==> config.mk <==
export PLATFORM = sky130hd
export DESIGN_NAME = adc_device_reset_control
export DESIGN_NICKNAME = d
export VERILOG_FILES = /design/src/reset_pkg.sv /design/src/edge_sync.sv /design/src/ready_timer.sv /design/src/adc_device_reset_control.sv
export SDC_FILE = /design/constraint.sdc
export NUM_CORES = 1
export LEC_CHECK = 0
export ABC_CLOCK_PERIOD_IN_PS = 2500
export BUFFER_PORTS_ARGS = -buffer_cell sky130_fd_sc_hd__buf_2
export CAP_MARGIN = 10
export CORE_MARGIN = 2
export CORE_UTILIZATION = 25
export CTS_BUF_LIST = sky130_fd_sc_hd__clkbuf_8
export DETAILED_ROUTE_END_ITERATION = 10
export PLACE_DENSITY = 0.5
export REMOVE_ABC_BUFFERS = 1
export SLEW_MARGIN = 20
export SYNTH_ARGS = -nofsm -noshare
export SYNTH_HDL_FRONTEND = slang
export SYNTH_SLANG_ARGS = --single-unit
==> constraint.sdc <==
create_clock -name CLK_I -period 2.5 [get_ports CLK_I]
set_input_delay 0.25 -clock CLK_I [delete_from_list [all_inputs] [get_ports CLK_I]]
set_output_delay 0.25 -clock CLK_I [all_outputs]
set_load 0.01 [all_outputs]
==> src/reset_pkg.sv <==
// Shared constants for the device reset controller
package reset_pkg;
    // Register byte offsets
    localparam logic [7:0] OFS_IFCFG = 8'h00;   // Interface configuration
    localparam logic [7:0] OFS_STATUS = 8'h04;  // Reset-occurred flag
    localparam logic [7:0] OFS_SPISTAT = 8'h08; // Early-access error
    localparam logic [7:0] OFS_SETUP = 8'h0C;   // Regulator enable
    localparam logic [7:0] OFS_CFG0 = 8'h10;    // General configuration
    localparam logic [7:0] OFS_WAKE = 8'h14;    // Wake-up command
    // Field positions
    localparam int SRST_UPPER_POS = 7;
    localparam int SRST_LOWER_POS = 0;
    localparam int FLAG_POS = 0;
    localparam int REG_EN_POS = 0;
    // Reset values
    localparam logic [7:0] IFCFG_RST = 8'h00;
    localparam logic [7:0] SETUP_RST = 8'h00;
    localparam logic [31:0] CFG0_RST = 32'h0000_0000;
    // Clock period and delays in ns, plus delays in cycles
    localparam int CLK_NS = 50;
    localparam int SW_DLY_NS = 1000;
    localparam int SW_DLY_CYC = (SW_DLY_NS + CLK_NS - 1) / CLK_NS;
    localparam int SRST_CYC = 2;  // Soft reset pulse length
    localparam logic [1:0] RESP_OKAY = 2'b00;
    localparam logic [1:0] RESP_SLVERR = 2'b10;
endpackage

==> src/edge_sync.sv <==
// Two-stage synchroniser with rise and fall detection
`timescale 1ns/1ps
module edge_sync (
    input wire logic clk_i,
    input wire logic reset_n_i,
    input wire logic async_i,
    output logic level_o,
    output logic rise_o,
    output logic fall_o
);
    logic meta_q; // First stage, read only by the second
    logic sync_q;
    logic last_q;
    // Sync chain plus edge history
    always_ff @(posedge clk_i or negedge reset_n_i) begin
        if (!reset_n_i) begin
            meta_q <= 1'b0;
            sync_q <= 1'b0;
            last_q <= 1'b0;
        end else begin
            meta_q <= async_i;
            sync_q <= meta_q;
            last_q <= sync_q;
        end
    end
    assign level_o = sync_q;
    assign rise_o = sync_q & ~last_q;
    assign fall_o = ~sync_q & last_q;
endmodule

==> src/ready_timer.sv <==
// Not-ready down counter, reloaded by any reset event
`timescale 1ns/1ps
module ready_timer (
    input wire logic clk_i,
    input wire logic reset_n_i,
    input wire logic load_i,
    input wire logic [23:0] count_i,
    output logic busy_o
);
    logic [23:0] cnt_q;
    // Load wins over count down so a late event restarts the window
    always_ff @(posedge clk_i or negedge reset_n_i) begin
        if (!reset_n_i) begin
            cnt_q <= 24'h000000;
        end else if (load_i) begin
            cnt_q <= count_i;
        end else if (cnt_q != 24'h000000) begin
            cnt_q <= cnt_q - 24'h000001;
        end
    end
    assign busy_o = (cnt_q != 24'h000000);
endmodule

==> src/adc_device_reset_control.sv <==
// Device reset controller: reset pin, soft reset, power-on and regulator sequencing
//
// The register addresses and the AXI4-Lite interface to the registers were decided locally.
`timescale 1ns/1ps
module adc_device_reset_control #(
    parameter int HW_DLY_CYC = 5000,   // Hardware reset ready delay
    parameter int CORE_DLY_CYC = 6000, // Core supply ready delay
    parameter int IO_DLY_CYC = 6000,   // IO supply ready delay
    parameter int WAKE_DLY_CYC = 8000  // Wake-up command ready delay
) (
    input wire logic CLK_I,
    input wire logic RESET_N_I,
    // Device pins from outside the clock domain
    input wire logic RESET_PIN_N_I,
    input wire logic CORE_SUPPLY_I,
    input wire logic IO_SUPPLY_I,
    input wire logic REGULATOR_SUPPLY_INPUT_I,
    input wire logic REGULATOR_FEEDS_CORE_I,
    output logic REGULATOR_OUT_EN_O,
    output logic NOT_READY_O,
    output logic [31:0] CONFIG_O,
    // AXI4-Lite slave
    input wire logic [7:0] S_AXI_AWADDR,
    input wire logic S_AXI_AWVALID,
    output logic S_AXI_AWREADY,
    input wire logic [31:0] S_AXI_WDATA,
    input wire logic [3:0] S_AXI_WSTRB,
    input wire logic S_AXI_WVALID,
    output logic S_AXI_WREADY,
    output logic [1:0] S_AXI_BRESP,
    output logic S_AXI_BVALID,
    input wire logic S_AXI_BREADY,
    input wire logic [7:0] S_AXI_ARADDR,
    input wire logic S_AXI_ARVALID,
    output logic S_AXI_ARREADY,
    output logic [31:0] S_AXI_RDATA,
    output logic [1:0] S_AXI_RRESP,
    output logic S_AXI_RVALID,
    input wire logic S_AXI_RREADY
);
    ////////////////////////////////////////////////////////////////////////////
    // Pin synchronisers
    logic pin_level, pin_rise, pin_fall;
    logic core_level, core_rise, core_fall;
    logic io_level, io_rise, io_fall;
    logic rin_level, rin_rise, rin_fall;
    logic feeds_level, feeds_rise, feeds_fall;

    edge_sync u_pin (.clk_i(CLK_I), .reset_n_i(RESET_N_I), .async_i(RESET_PIN_N_I),
        .level_o(pin_level), .rise_o(pin_rise), .fall_o(pin_fall));
    edge_sync u_core (.clk_i(CLK_I), .reset_n_i(RESET_N_I), .async_i(CORE_SUPPLY_I),
        .level_o(core_level), .rise_o(core_rise), .fall_o(core_fall));
    edge_sync u_io (.clk_i(CLK_I), .reset_n_i(RESET_N_I), .async_i(IO_SUPPLY_I),
        .level_o(io_level), .rise_o(io_rise), .fall_o(io_fall));
    edge_sync u_rin (.clk_i(CLK_I), .reset_n_i(RESET_N_I), .async_i(REGULATOR_SUPPLY_INPUT_I),
        .level_o(rin_level), .rise_o(rin_rise), .fall_o(rin_fall));
    edge_sync u_feeds (.clk_i(CLK_I), .reset_n_i(RESET_N_I), .async_i(REGULATOR_FEEDS_CORE_I),
        .level_o(feeds_level), .rise_o(feeds_rise), .fall_o(feeds_fall));

    ////////////////////////////////////////////////////////////////////////////
    // Registers
    logic [7:0] ifcfg_q;       // Interface configuration, soft reset bits
    logic [7:0] setup_q;       // Regulator enable
    logic [31:0] cfg0_q;       // General configuration
    logic flag_q;              // Reset occurred
    logic err_q;               // Early access error
    logic [1:0] srst_cnt_q;    // Soft reset in progress counter
    logic regout_q;            // Regulator output enable, registered
    logic [23:0] load_val_q;   // Selected not-ready count

    ////////////////////////////////////////////////////////////////////////////
    // Bus handshake state
    logic aw_hold_q, w_hold_q;
    logic [7:0] awaddr_q;
    logic [31:0] wdata_q;
    logic [3:0] wstrb_q;
    logic bvalid_q, rvalid_q;
    logic [1:0] bresp_q, rresp_q;
    logic [31:0] rdata_q;

    ////////////////////////////////////////////////////////////////////////////
    // Reset event decode
    wire core_ok = feeds_level ? regout_q : core_level;
    wire hw_evt = pin_fall;
    wire reg_off = feeds_level & ~setup_q[reset_pkg::REG_EN_POS];
    wire core_por = feeds_level ? 1'b0 : core_rise;
    wire io_por = io_rise;
    wire wr_fire = aw_hold_q & w_hold_q & ~bvalid_q;
    wire wake_cmd = wr_fire & (awaddr_q == reset_pkg::OFS_WAKE) & wdata_q[0];
    wire reg_por = reg_off & rin_level & io_level & (hw_evt | wake_cmd);
    wire srst_req = wr_fire & (awaddr_q == reset_pkg::OFS_IFCFG) & wstrb_q[0]
        & wdata_q[reset_pkg::SRST_UPPER_POS] & wdata_q[reset_pkg::SRST_LOWER_POS];
    wire srst_done = (srst_cnt_q == 2'd1);
    wire full_rst = hw_evt | core_por | io_por | reg_por;
    wire any_evt = full_rst | srst_req;
    wire not_ready;
    wire valid = ~not_ready;
    wire rd_fire = S_AXI_ARVALID & ~rvalid_q;
    wire [7:0] raddr = S_AXI_ARADDR;

    // Per-source count selection, in one cycle priority runs wake, hardware, IO, core, soft reset
    always_comb begin
        load_val_q = 24'h000000;
        if (srst_req) load_val_q = 24'(reset_pkg::SW_DLY_CYC);
        if (core_por) load_val_q = 24'(CORE_DLY_CYC);
        if (io_por) load_val_q = 24'(IO_DLY_CYC);
        if (hw_evt) load_val_q = 24'(HW_DLY_CYC);
        if (reg_por) load_val_q = 24'(WAKE_DLY_CYC);
    end

    ready_timer u_timer (.clk_i(CLK_I), .reset_n_i(RESET_N_I), .load_i(any_evt),
        .count_i(load_val_q), .busy_o(not_ready));

    ////////////////////////////////////////////////////////////////////////////
    // Configuration registers and flags
    always_ff @(posedge CLK_I or negedge RESET_N_I) begin
        if (!RESET_N_I) begin
            ifcfg_q <= reset_pkg::IFCFG_RST;
            setup_q <= reset_pkg::SETUP_RST;
            cfg0_q <= reset_pkg::CFG0_RST;
            srst_cnt_q <= 2'd0;
        end else if (full_rst) begin
            // Full reset; hardware reset also re-enables regulator
            ifcfg_q <= reset_pkg::IFCFG_RST;
            cfg0_q <= reset_pkg::CFG0_RST;
            setup_q <= reset_pkg::SETUP_RST | ((hw_evt | reg_por) ? 8'h01 : 8'h00);
            srst_cnt_q <= 2'd0;
        end else if (srst_req) begin
            // Soft reset takes interface configuration from the written byte
            ifcfg_q <= wdata_q[7:0];
            setup_q <= reset_pkg::SETUP_RST | {7'h00, setup_q[0]};
            cfg0_q <= reset_pkg::CFG0_RST;
            srst_cnt_q <= 2'(reset_pkg::SRST_CYC);
        end else begin
            if (srst_done) begin
                // Soft reset bits self-clear
                ifcfg_q[reset_pkg::SRST_UPPER_POS] <= 1'b0;
                ifcfg_q[reset_pkg::SRST_LOWER_POS] <= 1'b0;
            end
            if (srst_cnt_q != 2'd0) srst_cnt_q <= srst_cnt_q - 2'd1;
            if (wake_cmd) setup_q[0] <= 1'b1;
            // Writes only when ready
            if (wr_fire & valid & wstrb_q[0] & (awaddr_q == reset_pkg::OFS_IFCFG)) ifcfg_q <= wdata_q[7:0];
            if (wr_fire & valid & wstrb_q[0] & (awaddr_q == reset_pkg::OFS_SETUP)) setup_q <= wdata_q[7:0];
            if (wr_fire & valid & (awaddr_q == reset_pkg::OFS_CFG0)) cfg0_q <= wdata_q;
        end
    end

    // Sticky flag and error bit; set beats clear
    always_ff @(posedge CLK_I or negedge RESET_N_I) begin
        if (!RESET_N_I) begin
            flag_q <= 1'b1;
            err_q <= 1'b0;
        end else begin
            if (any_evt) flag_q <= 1'b1;
            else if (rd_fire & valid & (raddr == reset_pkg::OFS_STATUS)) flag_q <= 1'b0;
            if ((wr_fire | rd_fire) & not_ready) err_q <= 1'b1;
            else if (wr_fire & (awaddr_q == reset_pkg::OFS_SPISTAT) & wdata_q[0]) err_q <= 1'b0;
        end
    end

    // Regulator output gated by supplies and enable bit
    always_ff @(posedge CLK_I or negedge RESET_N_I) begin
        if (!RESET_N_I) regout_q <= 1'b0;
        else regout_q <= rin_level & io_level & setup_q[reset_pkg::REG_EN_POS];
    end

    ////////////////////////////////////////////////////////////////////////////
    // AXI4-Lite write path: address and data latched in either order
    always_ff @(posedge CLK_I or negedge RESET_N_I) begin
        if (!RESET_N_I) begin
            aw_hold_q <= 1'b0;
            w_hold_q <= 1'b0;
            awaddr_q <= 8'h00;
            wdata_q <= 32'h0000_0000;
            wstrb_q <= 4'h0;
            bvalid_q <= 1'b0;
            bresp_q <= reset_pkg::RESP_OKAY;
        end else begin
            if (S_AXI_AWVALID & S_AXI_AWREADY) begin
                aw_hold_q <= 1'b1;
                awaddr_q <= S_AXI_AWADDR;
            end
            if (S_AXI_WVALID & S_AXI_WREADY) begin
                w_hold_q <= 1'b1;
                wdata_q <= S_AXI_WDATA;
                wstrb_q <= S_AXI_WSTRB;
            end
            if (wr_fire) begin
                // Early access answered with slave error
                aw_hold_q <= 1'b0;
                w_hold_q <= 1'b0;
                bvalid_q <= 1'b1;
                bresp_q <= not_ready ? reset_pkg::RESP_SLVERR : reset_pkg::RESP_OKAY;
            end else if (bvalid_q & S_AXI_BREADY) begin
                bvalid_q <= 1'b0;
            end
        end
    end

    assign S_AXI_AWREADY = ~aw_hold_q & ~bvalid_q;
    assign S_AXI_WREADY = ~w_hold_q & ~bvalid_q;
    assign S_AXI_BVALID = bvalid_q;
    assign S_AXI_BRESP = bresp_q;

    ////////////////////////////////////////////////////////////////////////////
    // AXI4-Lite read path; unmapped reads return zero with slave error
    wire hit_if = (raddr == reset_pkg::OFS_IFCFG);
    wire hit_st = (raddr == reset_pkg::OFS_STATUS);
    wire hit_sp = (raddr == reset_pkg::OFS_SPISTAT);
    wire hit_su = (raddr == reset_pkg::OFS_SETUP);
    wire hit_c0 = (raddr == reset_pkg::OFS_CFG0);
    wire hit_wk = (raddr == reset_pkg::OFS_WAKE);
    wire mapped = hit_if | hit_st | hit_sp | hit_su | hit_c0 | hit_wk;
    wire [31:0] rmux = hit_if ? {24'h000000, ifcfg_q} :
                       hit_st ? {31'h0, flag_q} :
                       hit_sp ? {31'h0, err_q} :
                       hit_su ? {24'h000000, setup_q} :
                       hit_c0 ? cfg0_q : 32'h0000_0000;

    always_ff @(posedge CLK_I or negedge RESET_N_I) begin
        if (!RESET_N_I) begin
            rvalid_q <= 1'b0;
            rdata_q <= 32'h0000_0000;
            rresp_q <= reset_pkg::RESP_OKAY;
        end else if (rd_fire) begin
            rvalid_q <= 1'b1;
            rdata_q <= not_ready ? 32'h0000_0000 : rmux;
            rresp_q <= (not_ready | ~mapped) ? reset_pkg::RESP_SLVERR : reset_pkg::RESP_OKAY;
        end else if (rvalid_q & S_AXI_RREADY) begin
            rvalid_q <= 1'b0;
        end
    end

    assign S_AXI_ARREADY = ~rvalid_q;
    assign S_AXI_RVALID = rvalid_q;
    assign S_AXI_RDATA = rdata_q;
    assign S_AXI_RRESP = rresp_q;

    assign REGULATOR_OUT_EN_O = regout_q;
    assign NOT_READY_O = not_ready;
    assign CONFIG_O = cfg0_q;
endmodule

# Word level (Yosys, flattened, before mapping)
# Cells that the tools add are included.
[totals] ff_bits=171 output_inout_bits=75
[op_classes] addsub=2 eq_ne=11 muxes=43 bitwise_logic=57 reduce_logical=18
[ops] op="32-bit 2-to-1 mux" n=9
[ops] op="13-bit 2-to-1 mux" n=4
[ops] op="24-bit 2-to-1 mux" n=2
[ops] op="8-bit 2-to-1 mux" n=6
[ops] op="1-bit AND" n=34
[ops] op="8-bit by 4-bit == test with 1-bit output (second input constant)" n=4
[ops] op="8-bit by 5-bit == test with 1-bit output (second input constant)" n=4
[ops] op="24-bit nonzero test" n=1
[ops] op="24-bit by 1-bit subtractor with 24-bit output (second input constant)" n=1
[ops] op="8-bit zero test" n=2
[ops] op="1-bit 2-to-1 mux" n=16
[ops] op="2-bit nonzero test" n=8
[ops] op="3-bit nonzero test" n=5
[ops] op="1-bit OR" n=13
[ops] op="2-bit 2-to-1 mux" n=5
[ops] op="1-bit NOT" n=10
[ops] op="8-bit by 3-bit == test with 1-bit output (second input constant)" n=1
[ops] op="5-bit 2-to-1 mux" n=1
[ops] op="4-bit nonzero test" n=1
[ops] op="2-bit by 1-bit == test with 1-bit output (second input constant)" n=1
[ops] op="2-bit by 1-bit != test with 1-bit output (second input constant)" n=1
[ops] op="2-bit AND reduction" n=1
[ops] op="2-bit by 1-bit subtractor with 2-bit output (second input constant)" n=1

# Longest topological paths before layout
[logic_depth] depth_word=12 mapped_depth=10 mapped_depth_nobuf=7

# Modules after synthesis
# A second synthesis with hierarchy kept.
[hier_totals] cells_unflattened=647 hier_area_um2=7639.8
[by_module_without_submodules] module="adc_device_reset_control" instances=1 cells_each=451 area_each_um2=5681.7 seq_area_each_um2=3304.4
[by_module_without_submodules] module="ready_timer" instances=1 cells_each=171 area_each_um2=1507.7 seq_area_each_um2=600.6
[by_module_without_submodules] module="edge_sync" instances=5 cells_each=5 area_each_um2=90.1 seq_area_each_um2=75.1

# Least setup slack after synthesis
# OpenSTA, ideal clock, no wires.
[synth_timing] path_type="register to register" start="reg u_timer.cnt_q[0]" end="reg cfg0_q[7], in the netlist CONFIG_O[7]" setup_ps=121 arrival_ps=1970 setup_slack_ps=409 stages_incl_launch_ff=10 synth_period_minus_slack_ps=2091 cell_sequence="dfrtp_1 inv_1 ha_1 nor4b_1 and4_1 buf_4 and2_4 a31oi_2 buf_2 a22o_1"
[synth_via] elab_chain_len=5
[synth_rtl] element="start, declared" line="ready_timer.sv:10" source="logic [23:0] cnt_q;"
[synth_rtl] element="start signal, assigned" line="ready_timer.sv:16" source="cnt_q <= count_i;"
[synth_rtl] element="start signal, assigned" line="ready_timer.sv:18" source="cnt_q <= cnt_q - 24'h000001;"
[synth_rtl] element="24-bit nonzero test" line="ready_timer.sv:21" source="assign busy_o = (cnt_q != 24'h000000);"
[synth_rtl] element="1-bit NOT" line="adc_device_reset_control.sv:97" source="wire valid = ~not_ready;"
[synth_rtl] element="1-bit AND (2 in series)" line="adc_device_reset_control.sv:145" source="if (wr_fire & valid & (awaddr_q == reset_pkg::OFS_CFG0)) cfg0_q <= wdata_q;"
[synth_rtl] element="3-bit nonzero test (no source line)"
[synth_rtl] element="end signal, assigned" line="adc_device_reset_control.sv:120" source="cfg0_q <= reset_pkg::CFG0_RST;"
[synth_rtl] element="end signal, assigned" line="adc_device_reset_control.sv:125" source="cfg0_q <= reset_pkg::CFG0_RST;"
[synth_rtl] element="end signal, assigned" line="adc_device_reset_control.sv:145"
[synth_rtl] element="end, declared" line="adc_device_reset_control.sv:64" source="logic [31:0] cfg0_q;"
# No other way between the ends.
# A chain may end at the register's enable or synchronous reset.

# Final worst setup path
[layout_timing] start="reg u_timer.cnt_q[11]" end="out NOT_READY_O"
[layout_via] elab_chain_len=1
[layout_rtl] element="24-bit nonzero test" line="ready_timer.sv:21"
[layout_rtl] element="end, declared" line="adc_device_reset_control.sv:20" source="output logic NOT_READY_O,"
# No other way between the ends.

==> summary.md <==
| Metric | Value |
|---|---|
| Status | finished, final reports clean |
| WHS Endpoint | wdata_q[2] |
| R2r setup slk | 230 ps |
| Yosys warns | 0 |
| Die W | 173 microns |
| Tcrit/Tclk final | 0.910 |
| Final ANT Viol Nets | 0 |
| Unrepaired setup endpoints after global routing | no |
| Storage element area | 0.00423 sq mm |
| I/O Pins | 139 |
| Skew final | 11.2 ps |
| Max_slew headroom | 0.507 |
| Crit Path Class | register to output port |
| Reg clk slew, reported paths | 90 ps |
| # DRC | 0 |
| Wirelength, routed | approximately 19 mm |
| Fin. Hold Viols | 0 |
| Synth Register Bits | 169 |
| Number of global-route vias before repair | 5,153 |
| Area growth syn-to-layout | 25.5% |
| PwrDens | 779 mW/mm^2 |
| Synthesized area per cell | 12.4 sq um |
| Most common library cells after synthesis | dfrtp_1 (168), a22o_1 (62), mux2_2 (41), a21oi_1 (33), nand2_1 (29) |
| Share of layout cells above drive strength 1 | 0.324 |
| Routed len/inst | 16.7 microns |
| Pleak | approximately 4.1 nW |
| Worst path bufs/invs | 2 |
| CTS buffer count | 17 |
| GRT Total Usage | 0.129 |
| Nets | 810 |
| Longest Clk Path Bufs | 2 |
| CP max stage delay | 450 ps |
| CTS tree | done |
| Sequential fraction of the synthesis area | 0.590 |
| Setup-failing EPs final | 0 |
| Ys async rst share | 1.00 |
| Most used DFF post-synth | dfrtp_1 |
| Crit Path Max Fanout | 4 |
| Vias/cell | 4.60 |
| Netlist Area Pre-Place | 0.00717 sq mm |
| Cell accounting for the most synthesized area | dfrtp_1 |
| F_max | 440 MHz |
| FP Rows | 61 |
| CTS Root Cell | clkbuf_8 |
| Initial core utilization | 0.256 |
| Maximum VDD drop | 0.374 mV |
| Count leader, synth | dfrtp_1 |
| Worst min-delay path category | input pin to register |
| R2R cell count | 8 |
| Slew @ Worst Pin | between 700 and 800 ps |
| Power, Total | 0.00701 W |
| Initial antenna violation count | 1 |
| HPWL Detailed | 13.4 mm |
| Die ar. | about 0.03 sq mm |
| 1st-iter DRT viols | 293 |
| Layout fillers | between 2,000 and 3,000 |
| Worst-skew pair later-pin latency | 450 ps |
| Critical path startpoint category | register |
| Core box area | 0.0280 sq mm |
| H-tree depth | 4 |
| MaxCap Viol Count | 0 |
| Hold Path Depth | 2 |
| R2R Path Start | u_timer.cnt_q[0] |
| CP arrival | between 2000 and 2500 ps |
| Critical Path RT | 2250 ps |
| # diodes | 0 |
| Netlist cell types | between 60 and 70 |
| First-pass GRT wire length | roughly 30 mm |
| Synthesized instance count | 580 |
| CP Cell Sequence | nor4_1 > nand2_1 > nand4b_1 > buf_4 > buf_2 |
| Largest net degree at the start of global routing | 50 |
| Top delay family on crit path | simple AND/OR/NAND/NOR gates |
| Clock sink total | 169 |
| Min Tclk post-route | 2270 ps |
| RePlAce Congestion | 0.731 |
| Final hold slack | 32.2 ps |
| Via count | between 5,000 and 6,000 |
| Critical path's slowest cell | nor4_1 |
| Grt ovf | 0 |
| Pins over their slew limit | 0 |
| Yosys top cell area share | 0.586 |
| Drt first pass iters | 4 |
| Vert. Die Dim | roughly 170 microns |
| Number of flops mapped to enable cells by yosys | 0 |
| Hold_sp | S_AXI_WDATA[2] |
| Multi-input gate area | 0.00273 sq mm |
| Top post-synthesis cells by area | dfrtp_1 (59%), a22o_1 (7.6%), mux2_2 (6.4%), a21oi_1 (2.3%), nand2_1 (1.5%) |
| IO Port Bufs | 133 |
| Worst R2R End | u_timer.cnt_q[13] |
| Worst setup EP type | output port |
==> metal layers <==
layer / vias up / part of all wire / GRT usage
met5: - / 0.00058 / 0
met4: 2 / 0.012 / 0.0350
met1: 2613 / 0.49 / 0.182
li1: 2473 / - / -
met3: 14 / 0.039 / 0.0305
met2: 103 / 0.46 / 0.198
==> repair_timing <==
action / in CTS / in global routing
buffers inserted: 1 / 0
endpoints found under the hold margin: 61 / 2
pin swaps: 1 / 0
setup endpoints to repair: 1 / 55
gates resized for setup: 0 / 1
hold buffers: 17 / 2
==> worst max-delay path by stage <==
stage | cells after the start | slack (ps) | end | start
floorplan | 5 | -180 | CONFIG_O[0] | S_AXI_BVALID
global placement | 8 | 120 | CONFIG_O[23] | u_timer.cnt_q[0]
detailed placement | 8 | 90 | CONFIG_O[23] | u_timer.cnt_q[0]
CTS | 8 | 50 | CONFIG_O[10] | u_timer.cnt_q[0]
global route | 5 | 70 | NOT_READY_O | u_timer.cnt_q[8]
finish | 5 | 230 | NOT_READY_O | u_timer.cnt_q[11]
==> metrics by stage <==
stage,setup TNS [ps],util,std cells,setup slack (ps),instance area [sq um]
4_1_cts,0,0.320,1130,48.7,8970
5_1_grt,0,0.321,1132,69.6,9000
2_1_floorplan,-1460,-,547,-182,6970
6_report,0,0.321,1132,226,9000
3_3_place_gp,0,0.299,1081,122,8370
3_5_place_dp,0,0.299,1081,87.8,8370
==> cell usage in the layout (no fill, tap or decap), drive strengths merged, types with 5 or more instances in the layout <==
| cell type | n |
|---|---|
| dfrtp | 168 |
| clkbuf | 19 |
| nor4 | 6 |
| and2 | 6 |
| nor2 | 28 |
| nand2 | 29 |
| nor3b | 5 |
| o31ai | 6 |
| or3 | 7 |
| mux2 | 42 |
| xor2 | 6 |
| mux2i | 9 |
| o21ai | 23 |
| buf | 157 |
| or4 | 8 |
| dlygate4sd3 | 19 |
| nand3 | 18 |
| nor4b | 7 |
| a22oi | 7 |
| inv | 10 |
| a21oi | 33 |
| nor3 | 7 |
| a22o | 62 |
| and4 | 5 |
==> worst register-to-register path, stage by stage (launching register included) <==
cell     delay [ps]
dfrtp_1         400
inv_1            90
ha_1            190
nor4b_2         170
and4_1          260
and2_4          230
buf_4           200
or4_1           510
a21oi_1         150
==> state kept, by name (all words and copies together), names as in the netlist, 2 cells and up <==
signal         count
CONFIG_O          32
S_AXI_RDATA       32
awaddr_q           8
ifcfg_q            8
setup_q            8
srst_cnt_q         2
u_timer.cnt_q     24
wdata_q           32
==> cell families (layout without fill, tap and decap cells) <==
kind of cell	Yosys count	after routing	synth area share
AOI/OAI and AO/OA	150	150	0.151
muxes	51	51	0.0785
and+or+nand+nor	155	155	0.128
DFF	169	169	0.590
xor gates and xnor gates	10	10	0.0122
buffers and inverters	40	213	0.0318
adders and majority gates	4	4	0.00698
other	1	2	0.000523
==> report_power, final <==
part           leakage, nW  switching (W)  internal (W)
sequential            2.18       0.000388       0.00318
clock                0.202        0.00105       0.00105
combinational         1.75       0.000643      0.000700
==> final cells by class <==
type | count | area share
Sequential cell | 169 | 0.470
Multi-Input combinational cell | 372 | 0.303
Timing Repair Buffer | 176 | 0.124
Tap cell | 378 | 0.0526
Clock buffer | 19 | 0.0291
Clock inverter | 12 | 0.0182
Inverter | 6 | 0.00250
(Power assumes the default switching activity.)
